`src/imnd_consts.svh`:
```
// Constants for the indirect move and no-operation decode slice.
`ifndef IMND_CONSTS_SVH
`define IMND_CONSTS_SVH

`define IMND_WORD_W 14
`define IMND_PTR_W 16
`define IMND_DATA_W 8
`define IMND_FILE_W 7
`define IMND_NOOP_WORD 14'h0000
`define IMND_DIRECT_PFX 7'h01
`define IMND_DIRECT_MSB 13
`define IMND_DIRECT_LSB 7
`define IMND_INDMODE_PFX 11'h003
`define IMND_INDMODE_MSB 13
`define IMND_INDMODE_LSB 3
`define IMND_INDMODE_SEL_BIT 2
`define IMND_RELATIVE_PFX 7'h7F
`define IMND_RELATIVE_SEL_BIT 6
`define IMND_OFFSET_W 6
`define IMND_ALIAS0_ADDR 7'h00
`define IMND_ALIAS1_ADDR 7'h01
`define IMND_MODE_PREINC 2'h0
`define IMND_MODE_PREDEC 2'h1
`define IMND_MODE_POSTINC 2'h2
`define IMND_MODE_POSTDEC 2'h3
`define IMND_PTR_RESET 16'h0000
`define IMND_PTR_ONE 16'h0001

`endif

```
`src/imnd_pkg.sv`:
```
// Types for the indirect move and no-operation decode slice.
package imnd_pkg;
  `include "imnd_consts.svh"

  typedef struct packed {
    logic valid;
    logic [`IMND_WORD_W-1:0] word;
    logic [`IMND_DATA_W-1:0] w_val;
  } imnd_instr_t;

  typedef struct packed {
    logic valid;
    logic sel;
    logic [`IMND_PTR_W-1:0] value;
  } imnd_ptr_load_t;

  typedef struct packed {
    logic we;
    logic file_space;
    logic [`IMND_PTR_W-1:0] addr;
    logic [`IMND_DATA_W-1:0] data;
  } imnd_mem_wr_t;

  typedef enum {
    IMND_OTHER,
    IMND_NOOP,
    IMND_DIRECT,
    IMND_INDMODE,
    IMND_RELATIVE
  } imnd_kind_t;
endpackage

```
`src/imnd_decode.sv`:
```
// Decode and execute of the direct store, indirect store and no-operation instructions.
//
// Operation
// (RQ1) The indirect store copies the working register to the location the chosen pointer names, mode 10 then increments and mode 11 then decrements the pointer.
// (RQ2) The indirect access registers hold nothing and any access to one goes to the data memory location held in the matching pointer.
// (RQ3) Each pointer is 16 bits wide and wraps silently past FFFFh or below 0000h.
// (RQ4) The direct store writes the working register to file register 0 to 127 in one word and one cycle, leaving status untouched.
// (RQ5) Mode 00 addresses pointer plus one and mode 01 pointer minus one, and the relative form addresses pointer plus a signed offset of -32 to 31 without changing the pointer.
// (RQ6) The no-operation takes one word and one cycle and only advances the program counter.
`timescale 1ns/1ps
`include "imnd_consts.svh"

module imnd_decode (
  // Clock and reset.
  input wire logic mclk_i,
  input wire logic rst_i,
  // Instruction from the fetch stage with the current working register.
  input wire imnd_pkg::imnd_instr_t instr_i,
  // Pointer load from other instructions of the core.
  input wire imnd_pkg::imnd_ptr_load_t ptr_ld_i,
  // Data memory and file register write.
  output imnd_pkg::imnd_mem_wr_t wr_o,
  // Program counter advance and pointer readback.
  output logic pc_inc_o,
  output logic [`IMND_PTR_W-1:0] ptr0_o,
  output logic [`IMND_PTR_W-1:0] ptr1_o
);
  import imnd_pkg::*;

  ////////////////////////////////////////////////////////////////////////////////
  // Decode helpers.

  function automatic imnd_kind_t kind_of(input logic [`IMND_WORD_W-1:0] word);
    imnd_kind_t k;
    k = IMND_OTHER;
    if (word == `IMND_NOOP_WORD)
      k = IMND_NOOP;
    else if (word[`IMND_DIRECT_MSB:`IMND_DIRECT_LSB] == `IMND_DIRECT_PFX)
      k = IMND_DIRECT;
    else if (word[`IMND_INDMODE_MSB:`IMND_INDMODE_LSB] == `IMND_INDMODE_PFX)
      k = IMND_INDMODE;
    else if (word[`IMND_DIRECT_MSB:`IMND_DIRECT_LSB] == `IMND_RELATIVE_PFX)
      k = IMND_RELATIVE;
    return k;
  endfunction

  // Sixteen-bit arithmetic drops the carry, so the pointer wraps with no fault.
  function automatic logic [`IMND_PTR_W-1:0] ptr_add(input logic [`IMND_PTR_W-1:0] p,
                                                     input logic [`IMND_PTR_W-1:0] d);
    return p + d; // RQ3
  endfunction

  function automatic logic [`IMND_PTR_W-1:0] sext_off(input logic [`IMND_OFFSET_W-1:0] k);
    return {{(`IMND_PTR_W-`IMND_OFFSET_W){k[`IMND_OFFSET_W-1]}}, k};
  endfunction

  ////////////////////////////////////////////////////////////////////////////////
  // State.

  logic [`IMND_PTR_W-1:0] ptr_q [2];
  logic [`IMND_PTR_W-1:0] ptr_d [2];
  imnd_mem_wr_t wr_q;
  imnd_mem_wr_t wr_d;
  logic pc_inc_q;
  logic pc_inc_d;

  imnd_kind_t kind;
  logic sel;
  logic [1:0] mode;
  logic [`IMND_PTR_W-1:0] cur;
  logic [`IMND_PTR_W-1:0] upd;
  logic [`IMND_FILE_W-1:0] faddr;

  always_comb
  begin
    ptr_d[0] = ptr_q[0];
    ptr_d[1] = ptr_q[1];
    wr_d = '0;
    pc_inc_d = 1'b0;
    kind = instr_i.valid ? kind_of(instr_i.word) : IMND_OTHER;
    mode = instr_i.word[1:0];
    faddr = instr_i.word[`IMND_FILE_W-1:0];
    sel = (kind == IMND_RELATIVE) ? instr_i.word[`IMND_RELATIVE_SEL_BIT]
                                  : instr_i.word[`IMND_INDMODE_SEL_BIT];
    cur = ptr_q[sel];
    upd = cur;
    wr_d.data = instr_i.w_val;
    case (kind)
      IMND_NOOP:
      begin
        pc_inc_d = 1'b1; // RQ6
      end
      IMND_DIRECT:
      begin
        pc_inc_d = 1'b1;
        wr_d.we = 1'b1; // RQ4
        if (faddr == `IMND_ALIAS0_ADDR)
        begin
          wr_d.addr = ptr_q[0]; // RQ2
        end
        else if (faddr == `IMND_ALIAS1_ADDR)
        begin
          wr_d.addr = ptr_q[1]; // RQ2
        end
        else
        begin
          wr_d.file_space = 1'b1;
          wr_d.addr = {{(`IMND_PTR_W-`IMND_FILE_W){1'b0}}, faddr}; // RQ4
        end
      end
      IMND_INDMODE:
      begin
        pc_inc_d = 1'b1;
        wr_d.we = 1'b1;
        case (mode)
          `IMND_MODE_PREINC:
          begin
            upd = ptr_add(cur, `IMND_PTR_ONE); // RQ5
            wr_d.addr = upd;
          end
          `IMND_MODE_PREDEC:
          begin
            upd = ptr_add(cur, ~`IMND_PTR_RESET); // RQ5
            wr_d.addr = upd;
          end
          `IMND_MODE_POSTINC:
          begin
            wr_d.addr = cur; // RQ1
            upd = ptr_add(cur, `IMND_PTR_ONE);
          end
          default:
          begin
            wr_d.addr = cur; // RQ1
            upd = ptr_add(cur, ~`IMND_PTR_RESET);
          end
        endcase
        ptr_d[sel] = upd;
      end
      IMND_RELATIVE:
      begin
        pc_inc_d = 1'b1;
        wr_d.we = 1'b1;
        wr_d.addr = ptr_add(cur, sext_off(instr_i.word[`IMND_OFFSET_W-1:0])); // RQ5
      end
      default:
      begin
        wr_d.data = '0;
      end
    endcase
    // A core load of a pointer overrides an update in the same cycle.
    if (ptr_ld_i.valid)
    begin
      ptr_d[ptr_ld_i.sel] = ptr_ld_i.value;
    end
  end

  always_ff @(posedge mclk_i or posedge rst_i)
  begin
    if (rst_i)
    begin
      ptr_q[0] <= `IMND_PTR_RESET;
      ptr_q[1] <= `IMND_PTR_RESET;
      wr_q <= '0;
      pc_inc_q <= 1'b0;
    end
    else
    begin
      ptr_q[0] <= ptr_d[0];
      ptr_q[1] <= ptr_d[1];
      wr_q <= wr_d;
      pc_inc_q <= pc_inc_d;
    end
  end

  assign wr_o = wr_q;
  assign pc_inc_o = pc_inc_q;
  assign ptr0_o = ptr_q[0];
  assign ptr1_o = ptr_q[1];

  ////////////////////////////////////////////////////////////////////////////////
  // Checks.

  logic ind0_go;
  assign ind0_go = instr_i.valid && !ptr_ld_i.valid
                   && kind_of(instr_i.word) == IMND_INDMODE
                   && !instr_i.word[`IMND_INDMODE_SEL_BIT];

  property p_post_inc;
    @(posedge mclk_i) disable iff (rst_i)
    ind0_go && instr_i.word[1:0] == 2'h2 |=>
      wr_o.we && wr_o.addr == $past(ptr_q[0]) && ptr_q[0] == $past(ptr_q[0]) + 16'h0001;
  endproperty
  a_post_inc: assert property (p_post_inc) else $error("post-increment store wrong"); // RQ1

  property p_post_dec;
    @(posedge mclk_i) disable iff (rst_i)
    ind0_go && instr_i.word[1:0] == 2'h3 |=>
      wr_o.we && wr_o.addr == $past(ptr_q[0]) && ptr_q[0] == $past(ptr_q[0]) - 16'h0001;
  endproperty
  a_post_dec: assert property (p_post_dec) else $error("post-decrement store wrong"); // RQ1

  property p_indf;
    @(posedge mclk_i) disable iff (rst_i)
    instr_i.valid && kind_of(instr_i.word) == IMND_DIRECT && instr_i.word[6:0] == 7'h01 |=>
      wr_o.we && !wr_o.file_space && wr_o.addr == $past(ptr_q[1]);
  endproperty
  a_indf: assert property (p_indf) else $error("indirect access register not redirected"); // RQ2

  property p_wrap;
    @(posedge mclk_i) disable iff (rst_i)
    ind0_go && instr_i.word[1:0] == 2'h0 && ptr_q[0] == 16'hFFFF |=>
      ptr_q[0] == 16'h0000 && wr_o.addr == 16'h0000;
  endproperty
  a_wrap: assert property (p_wrap) else $error("pointer did not wrap"); // RQ3

  property p_direct;
    @(posedge mclk_i) disable iff (rst_i)
    instr_i.valid && kind_of(instr_i.word) == IMND_DIRECT && instr_i.word[6:1] != 6'h00 |=>
      wr_o.we && wr_o.file_space && wr_o.addr[6:0] == $past(instr_i.word[6:0])
      && wr_o.addr[15:7] == 9'h000 && wr_o.data == $past(instr_i.w_val) && pc_inc_o;
  endproperty
  a_direct: assert property (p_direct) else $error("direct store wrong"); // RQ4

  property p_pre_dec;
    @(posedge mclk_i) disable iff (rst_i)
    ind0_go && instr_i.word[1:0] == 2'h1 |=>
      wr_o.we && ptr_q[0] == $past(ptr_q[0]) - 16'h0001 && wr_o.addr == ptr_q[0];
  endproperty
  a_pre_dec: assert property (p_pre_dec) else $error("pre-decrement store wrong"); // RQ5

  property p_relative;
    @(posedge mclk_i) disable iff (rst_i)
    instr_i.valid && !ptr_ld_i.valid && kind_of(instr_i.word) == IMND_RELATIVE
      && !instr_i.word[6] |=>
      $stable(ptr_q[0]) && $stable(ptr_q[1]) && wr_o.we
      && wr_o.addr == $past(ptr_q[0]) + {{10{$past(instr_i.word[5])}}, $past(instr_i.word[5:0])};
  endproperty
  a_relative: assert property (p_relative) else $error("relative store wrong"); // RQ5

  property p_nop;
    @(posedge mclk_i) disable iff (rst_i)
    instr_i.valid && !ptr_ld_i.valid && instr_i.word == 14'h0000 |=>
      !wr_o.we && pc_inc_o && $stable(ptr_q[0]) && $stable(ptr_q[1])
      ##1 (!pc_inc_o || $past(instr_i.valid));
  endproperty
  a_nop: assert property (p_nop) else $error("no-operation changed state"); // RQ6
endmodule

```
`config.mk`:
```
export PLATFORM = sky130hd
export DESIGN_NAME = imnd_decode
export DESIGN_NICKNAME = d
export VERILOG_FILES = /design/src/imnd_pkg.sv /design/src/imnd_decode.sv
export VERILOG_INCLUDE_DIRS = /design/src
export SDC_FILE = /design/constraint.sdc
export NUM_CORES = 1
export LEC_CHECK = 0
export ABC_CLOCK_PERIOD_IN_PS = 3200
export BUFFER_PORTS_ARGS = -buffer_cell sky130_fd_sc_hd__buf_2
export CAP_MARGIN = 0
export CORE_MARGIN = 8
export CORE_UTILIZATION = 45
export CTS_BUF_LIST = sky130_fd_sc_hd__clkbuf_4
export CTS_CLUSTER_SIZE = 24
export DETAILED_ROUTE_END_ITERATION = 12
export HOLD_SLACK_MARGIN = 0.05
export PLACE_DENSITY = 0.7
export SLEW_MARGIN = 20
export SYNTH_ARGS = -nofsm -noshare
export SYNTH_HDL_FRONTEND = slang
export SYNTH_SLANG_ARGS = --single-unit
```
`constraint.sdc`:
```
create_clock -name mclk_i -period 3.2 [get_ports mclk_i]
set_input_delay 0.16 -clock mclk_i [delete_from_list [all_inputs] [get_ports mclk_i]]
set_output_delay 0.16 -clock mclk_i [all_outputs]
set_load 0.02 [all_outputs]
```
== After elaboration in Yosys (flattened, before gate mapping) ==
Cells that the tools add are included.
Cells by class
  muxes and demuxes: 29
  add/subtract/negate cells: 3
  reductions and logical operators: 8
  eq/ne operators: 11
  magnitude comparators: 4
  bitwise operators: 2
Operators by type and width (number)
  2-to-1 mux 32 bit: 6
  2-to-1 mux 16 bit: 9
  bitwise mux 32 bit: 2
  equality test 32 x 2 -> 1 bit (second input constant): 2
  case mux 16 bit (3 select lines): 1
  demux 16 bit (select 1 bit): 2
  equality test 32 x 1 -> 1 bit (second input constant): 1
  equality test 32 x 3 -> 1 bit (second input constant): 1
  equality test 32 x 4 -> 1 bit (second input constant): 1
  case mux 16 bit (2 select lines): 1
  adder 16 x 1 -> 16 bit (second input constant): 1
  adder 16 bit: 1
  adder 16 bit (second input constant): 1
  equality test 7 x 1 -> 1 bit (second input constant): 2
  zero test 14 bit: 1
  equality test 11 x 2 -> 1 bit (second input constant): 1
  2-to-1 mux 8 bit: 1
  equality test 7 bit (second input constant): 1
  zero test 7 bit: 1
  2-to-1 mux 1 bit: 6
  greater-or-equal comparator 2 bit (second input constant): 2
  less-than comparator 2 x 1 -> 1 bit (second input constant): 2
  inverter 1 -> 2 bit: 2
  OR reduction 4 bit: 1
  other kinds (7): 8
Word-level totals
  output and inout bits: 59
  logic and storage cells: 64
  register bits: 59
  bits of input ports: 43

== Depth between registers and ports, before layout ==
Gate-level depths: netlist (run 1).
  depth after elaboration: 19
  gate-level depth with buffers: 18
  depth with buffers taken out: 16

== Worst setup path after synthesis (run 1) ==
No wires, ideal clock.
  path type: input to register
  start point: in instr_i[22] (netlist bit)
  end point: reg wr_q (netlist bit wr_o[23])
  data required time: 3112 ps
  buffers on the path: 1
  arrival: 3300 ps
  library setup time: 88 ps
  stages: 15
  slack: -188 ps
  cell sequence: and4_1 > buf_6 > and3_1 > nor2_2 > mux2i_1 > inv_1 > ha_1 > a211oi_1 > o21a_1 > o31ai_1 > o31a_1 > a41oi_1 > nor4bb_1 > o21ai_0 > o2111ai_2
RTL lines
  start: declaration: line imnd_decode.sv:18  | input wire imnd_pkg::imnd_instr_t instr_i,
  end signal: assignment: line imnd_decode.sv:170  | wr_q <= wr_d;
  end: declaration: line imnd_decode.sv:62  | imnd_mem_wr_t wr_q;

==> results of run 1 <==
-- critical path: stages (launching register included) --
cell and delay, ps:
dfrtp_1 430, inv_1 120, a211oi_2 60, a311oi_4 320, inv_1 120, ha_1 350, o311ai_2 280, buf_4 160
o31ai_2 50, buf_4 150, o31a_1 330, a21o_1 190, a211o_1 290, nand3_2 90, o221ai_2 90
-- power by group --
part           switching, W  leakage (nW)  total (W)  internal, W
Clock              0.000298        0.0885   0.000630     0.000332
Sequential        0.0000827         0.769   0.000880     0.000798
Combinational      0.000612          2.42    0.00113     0.000514
Total              0.000992          3.28    0.00264      0.00164
-- registers in the layout, indices dropped and copies added, names as in the netlist --
| name | count |
|---|---|
| pc_inc_o | 1 |
| ptr1_o | 16 |
| wr_o | 26 |
| ptr0_o | 16 |
-- placed cells by master, fill, tap and decap left out, types with 16 or more instances in the layout --
master,synthesis,final
dlygate4sd3_1,0,25
o21ai_0,44,41
nor2_1,39,39
buf_4,2,113
xnor2_1,33,33
nand4_1,17,17
inv_1,20,18
dfrtp_1,59,56
nand2b_1,20,20
a21oi_1,42,42
buf_2,5,101
nand3_1,17,16
nand2_1,65,65
-- per-layer routing --
metal  up-vias  GRT usage [%]  routed length [µm]
li1       2617              -                   -
met1      2735           32.4                7940
met2       275           43.1                9230
met3        54           6.10                1500
met4         0           10.5                 640
met5         -              0                   0
-- logic make-up (layout without fill, tap and decap cells) --
family	count (synthesis)	count (layout)	synth area share [%]
AND/OR/NAND/NOR	228	228	24.1
AO/OA/AOI/OAI	178	178	26.2
flip-flops	59	59	29.5
buffers and inverters	53	279	5.40
XOR/XNOR	40	40	6.99
adder cells (fa/ha/maj)	18	18	4.65
multiplexers	15	15	3.20
-- per-stage QoR --
stage,instances,power (W),worst slack [ps]
2_1_floorplan,591,0.00149,30.4
3_3_place_gp,907,0.00190,-254
3_5_place_dp,907,0.00192,-431
4_1_cts,948,0.00258,18.2
5_1_grt,957,0.00278,-21.9
6_report,957,0.00264,55.7
-- worst max path at each step --
stage	startpoint	endpoint	slack, ps	depth (start not counted)
after global placement	instr_i[22]	wr_o[21]	-250	16
after global routing	ptr1_o[7]	wr_o[21]	-20	14
after floorplan	instr_i[20]	wr_o[20]	30	14
after CTS	ptr1_o[5]	wr_o[23]	20	15
final	ptr1_o[4]	wr_o[21]	60	14
after detailed placement	instr_i[22]	wr_o[23]	-430	17
-- area by class of cell --
cell class | instances | area share, %
inverters | 24 | 1.31
multi-input cells | 479 | 49.1
well taps | 140 | 2.54
clock buffers | 11 | 1.20
repair buffers | 239 | 23.3
clock inverters | 5 | 1.13
flip-flops and latches | 59 | 21.5
-- repair_timing --
item | 4_1_cts | 5_1_grt
setup buffers | 0 | 9
hold endpoints to repair | 75 | 0
gates resized for setup | 2 | 21
endpoints found under the setup margin | 2 | 11
pin swaps | 1 | 7
hold buffers | 25 | 0
==> impl_metrics.json, run 1 <==
{
  "outcome": "finished clean",
  "dr_total_vias": 5681,
  "insertion_delay_ps": 440,
  "h-tree-depth": 3,
  "min_from": "instr_i[15]",
  "r2r_start": "ptr1_o[4]",
  "drc_errors": 0,
  "cp_max_fo": 4,
  "hp-class": "input port to flip-flop",
  "drive_above_1_share_pct": 35.0,
  "setup_viol": 0,
  "netlist.area_leader.share_pct": 29.5,
  "antenna_found_initial": 0,
  "syn2layout_area_growth_pct": 37.6,
  "cts-root-buf": "clkbuf_4",
  "die_w_um": 122,
  "holdPathEnd": "wr_o[24]",
  "final_core_util_pct": 63.6,
  "async_flop_share_pct": 100,
  "finClkSkew_ps": 14.4,
  "rows": 38,
  "ios": 102,
  "gp_congestion": 0.971,
  "diodes": 0,
  "period_minus_slack_ps": 3140,
  "cp-end-kind": "flip-flop",
  "startpoint_type": "flip-flop",
  "first_global_vias": 5668,
  "synthTopCellsByArea": "dfrtp_1 29%, xnor2_1 5.8%, nand2_1 4.9%",
  "ys_ff_latch": 59,
  "final_cell_area_mm2": 0.00689,
  "die_h_um": 122,
  "p_per_area_mw_per_mm2": 382,
  "synth_edf_count": 0,
  "worst_pin_slew_ps": 835,
  "yosysSeqAreaShare_pct": 29.5,
  "syn_inst": 591,
  "setup_tns_ps": 0,
  "die-area_mm2": 0.0148,
  "dr.pass1.iters": 5,
  "r2r_cells": 14,
  "drv_slew": 0,
  "synth_top_area_cell": "dfrtp_1",
  "synth_most_common_cell": "nand2_1",
  "syn_nets": 652,
  "multiInputGateArea_mm2": 0.00338,
  "dr.first_iter.drc_count": 520,
  "yosysWarnings": 0,
  "cts_tree": "built",
  "core_mm2": 0.0108,
  "drtAntennaViolNets": 0,
  "yosys-top-cells-count": "65 x nand2_1, 59 x dfrtp_1, 44 x o21ai_0, 42 x a21oi_1, 39 x nor2_1",
  "fill_cells": 970,
  "grt.overflow.total": 0,
  "syn-cell-area_mm2": 0.00501,
  "clock_sinks": 59,
  "grt_use_total_pct": 26.2,
  "final-seq-area_mm2": 0.00148,
  "wl_per_cell_um": 20.2,
  "power.leakage_nw": 3.28,
  "cts-buffers-inserted": 9,
  "critPathArrivalTime_ps": 3460,
  "synth_ff_type": "dfrtp_1",
  "finalHoldViolCount": 0,
  "layout.nets": 873,
  "place_hpwl_um": 14900,
  "period_share_pct": 98.3,
  "fin_hold_ws_ps": 101,
  "io_buffers": 101,
  "clockBufferDepth": 2,
  "max_freq_mhz": 318,
  "r2r-end": "wr_o[21]",
  "rrSetupSlack_ps": 60,
  "synth_cell_type_count": 78,
  "wirelength_um": 19300,
  "relSlewSlack_pct": 44.3,
  "required_ps": 3510,
  "syn_avg_cell_area_um2": 8.47,
  "drv_cap": 0,
  "initial_core_util_pct": 46.2,
  "vdd_drop_max_mv": 0.291,
  "clkTransAtPathRegs_ps": 110,
  "routed_via_density": 5.94,
  "place_area_mm2": 0.00632,
  "grt_max_degree": 37,
  "hold_depth": 4,
  "critPathKind": "flip-flop to flip-flop",
  "grt_pass1_wl_um": 30400
}
No activity file was read; power rests on OpenSTA's default activity.
==> run 2, diff against run 1 <==
--- a/config.mk
+++ b/config.mk
@@ -6,6 +6,7 @@
 export SDC_FILE = /design/constraint.sdc
 export NUM_CORES = 1
 export LEC_CHECK = 0
+export ABC_AREA = 1
 export ABC_CLOCK_PERIOD_IN_PS = 3200
 export BUFFER_PORTS_ARGS = -buffer_cell sky130_fd_sc_hd__buf_2
 export CAP_MARGIN = 0
==> run 2 against run 1 <==
- hold slack is essentially flat
- sequential cell count did not move
- cell area is 5.9% lower
- combinational power decreased by 13%
- first-iteration DRC count is 4.8% higher
- sequential power down 0.5%
- utilization fell by 8.7 points
- global-route usage decreased by 2.0 points
- largest cell class unchanged
- via count is 8.7% higher
==> impl_metrics.json, run 2 <==
{
  "ios": 102,
  "wirelength_um": 18700,
  "hp-class": "input port to flip-flop",
  "gp_congestion": 0.998,
  "clock_sinks": 59,
  "finClkSkew_ps": 7.71,
  "die_h_um": 125,
  "highest_layer": "met4",
  "dr.first_iter.drc_count": 545,
  "syn-cell-area_mm2": 0.00535,
  "routed_via_density": 5.50,
  "yosys.area_share.simple_pct": 39.9,
  "netlist.area_leader.share_pct": 27.6,
  "dr_total_vias": 6177,
  "p_sw_w": 0.00104,
  "io_buffers": 101,
  "p_clk_share_pct": 22.6,
  "wl_per_cell_um": 16.6,
  "grt_use_total_pct": 24.1,
  "outcome": "finished clean",
  "required_ps": 3560,
  "drv_cap": 0,
  "multiInputGateArea_mm2": 0.00340,
  "synthTopCellsByArea": "dfrtp_1 28%, nand2_1 15%, nand3_1 8.2%",
  "die_w_um": 125,
  "critPathArrivalTime_ps": 3000,
  "layout.nets": 1032,
  "place_area_mm2": 0.00609,
  "p_per_area_mw_per_mm2": 371,
  "synth_top_family_by_area": "simple AND/OR/NAND/NOR gates",
  "power.leakage_nw": 3.43,
  "largest_reg_flops": 26,
  "startpoint_type": "flip-flop",
  "rsz0062_at_grt": "no",
  "rows": 40,
  "synth_fa_ha_area_share_pct": 4.35,
  "grt_max_degree": 31,
  "cp-end-kind": "flip-flop",
  "antenna_found_initial": 1,
  "clkTransAtPathRegs_ps": 110,
  "layout_commonest_cell": "nand2_1",
  "setup_viol": 0,
  "seqPwrFrac_pct": 36.4,
  "core_mm2": 0.0118,
  "grt.overflow.total": 0,
  "place_hpwl_um": 14800,
  "async_flop_share_pct": 100,
  "final_cell_area_mm2": 0.00648,
  "syn_nets": 894,
  "yosys-top-cells-count": "210 x nand2_1, 98 x nor2_1, 91 x inv_1, 88 x nand3_1, 80 x a21oi_1",
  "period_share_pct": 82.5,
  "syn_avg_cell_area_um2": 6.43,
  "final-seq-area_mm2": 0.00148,
  "max_freq_mhz": 379,
  "drtAntennaViolNets": 0,
  "drv_slew": 0,
  "worst_pin_slew_ps": 652,
  "first_global_vias": 5836,
  "drive_above_1_share_pct": 19.3,
  "cts-root-buf": "clkbuf_4",
  "ys_ff_latch": 59,
  "netSwitchingFraction_pct": 43.2,
  "setup_tns_ps": 0,
  "clockBufferDepth": 2,
  "yosysSeqAreaShare_pct": 27.6,
  "finalHoldViolCount": 0,
  "h-tree-depth": 3,
  "syn_inst": 833,
  "synth_mux_area_share_pct": 0,
  "period_minus_slack_ps": 2640,
  "wl_met2_um": 8340,
  "relSlewSlack_pct": 56.4,
  "fin_hold_ws_ps": 101,
  "p_int_w": 0.00137,
  "synth-compound-area-share_pct": 17.3,
  "synth_most_common_cell": "nand2_1",
  "final_cell_mix": "210 x nand2_1, 101 x buf_2, 98 x nor2_1, 90 x inv_1, 88 x nand3_1",
  "drc_errors": 0,
  "cts_tree": "built",
  "dp_cells": 1082,
  "p_comb_share_pct": 41.0,
  "fill_cells": 1184,
  "synth_edf_count": 0,
  "dr.pass1.iters": 5,
  "vdd_drop_max_mv": 0.305,
  "ctsResizeCount": 0,
  "critPathKind": "flip-flop to flip-flop",
  "synth_xor_area_share_pct": 1.96,
  "yosysWarnings": 0,
  "initial_core_util_pct": 45.3,
  "dr_wl_met3_um": 1690,
  "stdcell_count": 1124,
  "die-area_mm2": 0.0156,
  "insertion_delay_ps": 460,
  "syn2layout_area_growth_pct": 21.1,
  "synth_top_area_cell": "dfrtp_1",
  "cp_max_fo": 4,
  "grt_pass1_wl_um": 30600,
  "p_total_w": 0.00241,
  "synth_cell_type_count": 43,
  "drt-met1-wl_um": 8240,
  "synth_ff_type": "dfrtp_1",
  "cts-buffers-inserted": 9
}
-- run 2: changes by cell type after synthesis, moves of 10 or more --
| cell | change |
|---|---|
| nand2_1 | +145 |
| nor2_1 | +59 |
| and3_1 | -13 |
| xnor2_1 | -31 |
| nand2b_1 | -20 |
| a21oi_1 | +38 |
| nor2b_1 | -10 |
| inv_1 | +71 |
| nand3_1 | +71 |
| o221ai_1 | -13 |
| nand2_2 | +16 |
| mux2i_1 | -12 |
-- run 2: path summary, 6_finish.rpt --
path / start / to / slack (ps) / cells after the start
worst min register to register: ptr0_o[11] / ptr0_o[11] / 640 / 2
min in group asynchronous: rst_i / ptr0_o[12] / 310 / 3
worst min-delay path: instr_i[8] / wr_o[8] / 100 / 4
worst max register to register: ptr1_o[0] / wr_o[20] / 560 / 15
max in group asynchronous: rst_i / wr_o[11] / 2070 / 4
worst max-delay path: ptr1_o[0] / wr_o[20] / 560 / 15
-- run 2: routing by layer --
metal | vias up | GRT usage [%]
met2 | 292 | 37.8
li1 | 3031 | -
met1 | 2819 | 32.0
met5 | - | 0
met3 | 35 | 4.93
met4 | 0 | 9.24
-- run 2: power groups by stage --
stage	Clock [W]	Combinational [W]	Sequential, W
2_1_floorplan	0	0.000598	0.000929
3_3_place_gp	0	0.000941	0.000889
3_5_place_dp	0	0.000944	0.000887
4_1_cts	0.000563	0.000972	0.000872
5_1_grt	0.000589	0.00110	0.000881
6_report	0.000545	0.000986	0.000876
-- run 2: cells by family after synthesis --
family	count (synthesis)
simple gates	462
xor+xnor	12
compound gates	166
buf+inv	116
fa+ha+maj	18
flops	59
-- run 2: layout make-up --
cell class              instances  share of cell area [%]
repair buffers                150                    14.4
flip-flops and latches         59                    22.8
well taps                     147                    2.84
diodes                          1                  0.0386
clock buffers                   9                    1.04
multi-input cells             658                    52.4
inverters                      93                    5.39
clock inverters                 7                    1.04
-- run 2: repair_timing --
action | 4_1_cts | 5_1_grt
hold buffers | 25 | 0
setup buffers | 0 | 0
endpoints found under the hold margin | 69 | 0
-- run 2: worst max-delay path: stages (launching register included) --
cell and delay [ps]:
dfrtp_1 430, nand2_1 70, nand2_1 80, ha_1 170, inv_1 60, fa_1 430
o31ai_1 390, nand2_1 100, nand2_1 110, a21boi_0 130, o21ai_0 220, a21oi_1 80
o21ai_0 90, nand2_1 70, inv_1 50, nand2_1 50
-- run 2: metrics by stage --
| stage | setup WS [ps] | utilization, % |
|---|---|---|
| floorplan | 514 | - |
| detailed placement | 112 | 51.6 |
| CTS | 568 | 54.9 |
| global placement | 202 | 51.6 |
| global route | 231 | 54.9 |
| finish | 558 | 54.9 |
==> run 3, diff against run 2 <==
--- a/config.mk
+++ b/config.mk
@@ -7,7 +7,7 @@
 export NUM_CORES = 1
 export LEC_CHECK = 0
 export ABC_AREA = 1
-export ABC_CLOCK_PERIOD_IN_PS = 3200
+export ABC_CLOCK_PERIOD_IN_PS = 2590
 export BUFFER_PORTS_ARGS = -buffer_cell sky130_fd_sc_hd__buf_2
 export CAP_MARGIN = 0
 export CORE_MARGIN = 8
@@ -16,7 +16,7 @@
 export CTS_CLUSTER_SIZE = 24
 export DETAILED_ROUTE_END_ITERATION = 12
 export HOLD_SLACK_MARGIN = 0.05
-export PLACE_DENSITY = 0.7
+export PLACE_DENSITY = 0.67
 export SLEW_MARGIN = 20
 export SYNTH_ARGS = -nofsm -noshare
 export SYNTH_HDL_FRONTEND = slang
==> constraint.sdc (replaced) <==
create_clock -name mclk_i -period 2.59 [get_ports mclk_i]
set_input_delay 0.1295 -clock mclk_i [delete_from_list [all_inputs] [get_ports mclk_i]]
set_output_delay 0.1295 -clock mclk_i [all_outputs]
set_load 0.02 [all_outputs]
==> run 3 against run 2 <==
- register-to-register slack got worse by 320 ps
- global-route usage rose by 1.2 points
- maximum frequency rose by 12%
- critical path type unchanged
==> impl_metrics.json, run 3 (synthesis gave the netlist of run 2 again) <==
{
  "cp-end-kind": "flip-flop",
  "largest_reg_flops": 26,
  "ios": 102,
  "cts-buffers-inserted": 9,
  "rows": 40,
  "drtAntennaViolNets": 0,
  "period_minus_slack_ps": 2350,
  "gp_congestion": 0.936,
  "io_buffers": 101,
  "layout_commonest_cell": "nand2_1",
  "critPathKind": "flip-flop to flip-flop",
  "die-area_mm2": 0.0156,
  "crit_top_cell": "nand2_1",
  "grt_use_total_pct": 25.3,
  "first_global_vias": 6071,
  "routed_via_density": 5.37,
  "clkTransAtPathRegs_ps": 110,
  "startpoint_type": "flip-flop",
  "highest_layer": "met4",
  "dr.first_iter.drc_count": 589,
  "wl_per_cell_um": 16.8,
  "power.leakage_nw": 3.71,
  "rsz0062_at_grt": "no",
  "cts_tree": "built",
  "multiInputGateArea_mm2": 0.00341,
  "syn2layout_area_growth_pct": 29.4,
  "drv_cap": 0,
  "wl_met2_um": 8820,
  "setup_viol": 0,
  "outcome": "finished clean",
  "required_ps": 2950,
  "grt_max_degree": 45,
  "place_hpwl_um": 15800,
  "drc_errors": 0,
  "period_share_pct": 90.8,
  "min_from": "ptr_ld_i[16]",
  "final-seq-area_mm2": 0.00148,
  "r2r-end": "wr_o[20]",
  "core_mm2": 0.0118,
  "dr_total_vias": 6346,
  "drv_slew": 0,
  "die_h_um": 125,
  "r2r_cells": 15,
  "setup_tns_ps": 0,
  "die_w_um": 125,
  "final_core_util_pct": 58.6,
  "final_cell_mix": "210 x nand2_1, 101 x buf_2, 98 x nor2_1, 90 x inv_1, 88 x nand3_1",
  "critPathArrivalTime_ps": 2710,
  "cts-root-buf": "clkbuf_4",
  "wirelength_um": 19900,
  "layout.nets": 1089,
  "relSlewSlack_pct": 35.7,
  "drt-met1-wl_um": 8780,
  "drive_above_1_share_pct": 23.8,
  "finalHoldViolCount": 0,
  "clock_sinks": 59,
  "rrSetupSlack_ps": 240,
  "dr.pass1.iters": 5,
  "holdPathEnd": "ptr0_o[3]",
  "worst_path_largest_cell_delay_ps": 430,
  "cp_max_fo": 4,
  "grt.overflow.total": 0,
  "vdd_drop_max_mv": 0.299,
  "clockBufferDepth": 2,
  "finClkSkew_ps": 24.8,
  "h-tree-depth": 3,
  "insertion_delay_ps": 480,
  "r2r_start": "ptr0_o[0]",
  "max_freq_mhz": 425,
  "p_per_area_mw_per_mm2": 457,
  "worst_pin_slew_ps": 964,
  "hp-class": "input port to flip-flop",
  "antenna_found_initial": 1,
  "worstPathCellList": "nand2_1 -> nand2_1 -> ha_1 -> inv_1 -> fa_2 -> o31ai_2 -> nand2_1 -> nand2_1 -> a21boi_1 -> o21ai_1 -> a21oi_1 -> o21ai_0 -> nand2_1 -> inv_1 -> nand2_1",
  "grt_pass1_wl_um": 31800,
  "critPathSlowestCell": "dfrtp_1",
  "dr_wl_met3_um": 2010,
  "hold_depth": 3,
  "initial_core_util_pct": 45.3,
  "fill_cells": 1182
}
==> run 3: metal layers <==
metal | vias up | GRT usage [%]
li1 | 3143 | -
met1 | 2867 | 33.8
met2 | 316 | 39.5
met3 | 20 | 6.08
met4 | 0 | 7.95
met5 | - | 0
==> run 3: final cells by class <==
class,instances,share of cell area [%]
diodes,1,0.0361
flip-flops and latches,59,21.3
clock buffers,9,0.976
repair buffers,207,19.8
clock inverters,7,0.994
multi-input cells,658,49.2
inverters,93,5.04
well taps,147,2.66
==> run 3: how the worst max path moves through the flow <==
| stage | startpoint | to | cells after the start |
|---|---|---|---|
| 3_3_place_gp | instr_i[16] | wr_o[20] | 21 |
| 6_report | ptr0_o[0] | wr_o[20] | 15 |
| 4_1_cts | ptr0_o[0] | wr_o[20] | 15 |
| 2_1_floorplan | instr_i[16] | wr_o[20] | 19 |
| 3_5_place_dp | instr_i[16] | wr_o[20] | 21 |
| 5_1_grt | ptr0_o[0] | wr_o[20] | 15 |
==> run 3: critical path: cells and delay by family (launching register included) <==
family                     cells  cell delay [ps]
adders and majority gates      2              540
and+or+nand+nor                6              460
DFF                            1              430
AOI/OAI and AO/OA              5              670
buffers and inverters          2              120
==> run 3: metrics by stage <==
| step | instances | hold slack [ps] | area, µm² | setup slack, ps | power [W] |
|---|---|---|---|---|---|
| after floorplan | 833 | 236 | 5360 | 36.2 | 0.00189 |
| after global placement | 1137 | 341 | 6510 | -133 | 0.00242 |
| after detailed placement | 1137 | 344 | 6510 | -212 | 0.00242 |
| after CTS | 1180 | 86.1 | 6920 | 150 | 0.00316 |
| after global routing | 1181 | 147 | 6920 | 12.3 | 0.00336 |
| final | 1181 | 126 | 6920 | 239 | 0.00316 |
==> run 3: report_power, final <==
| part | total (W) | switching, W | internal (W) |
|---|---|---|---|
| clock network | 0.000689 | 0.000400 | 0.000289 |
| logic | 0.00140 | 0.000862 | 0.000539 |
| registers | 0.00107 | 0.0000864 | 0.000986 |
| total | 0.00316 | 0.00135 | 0.00181 |
==> run 3: what timing repair did <==
| action | in CTS | in global routing |
|---|---|---|
| endpoints found under the setup margin | 0 | 1 |
| endpoints found under the hold margin | 83 | 0 |
| hold buffers | 27 | 0 |
| buffers inserted | 0 | 0 |
| gates resized for setup | 0 | 3 |
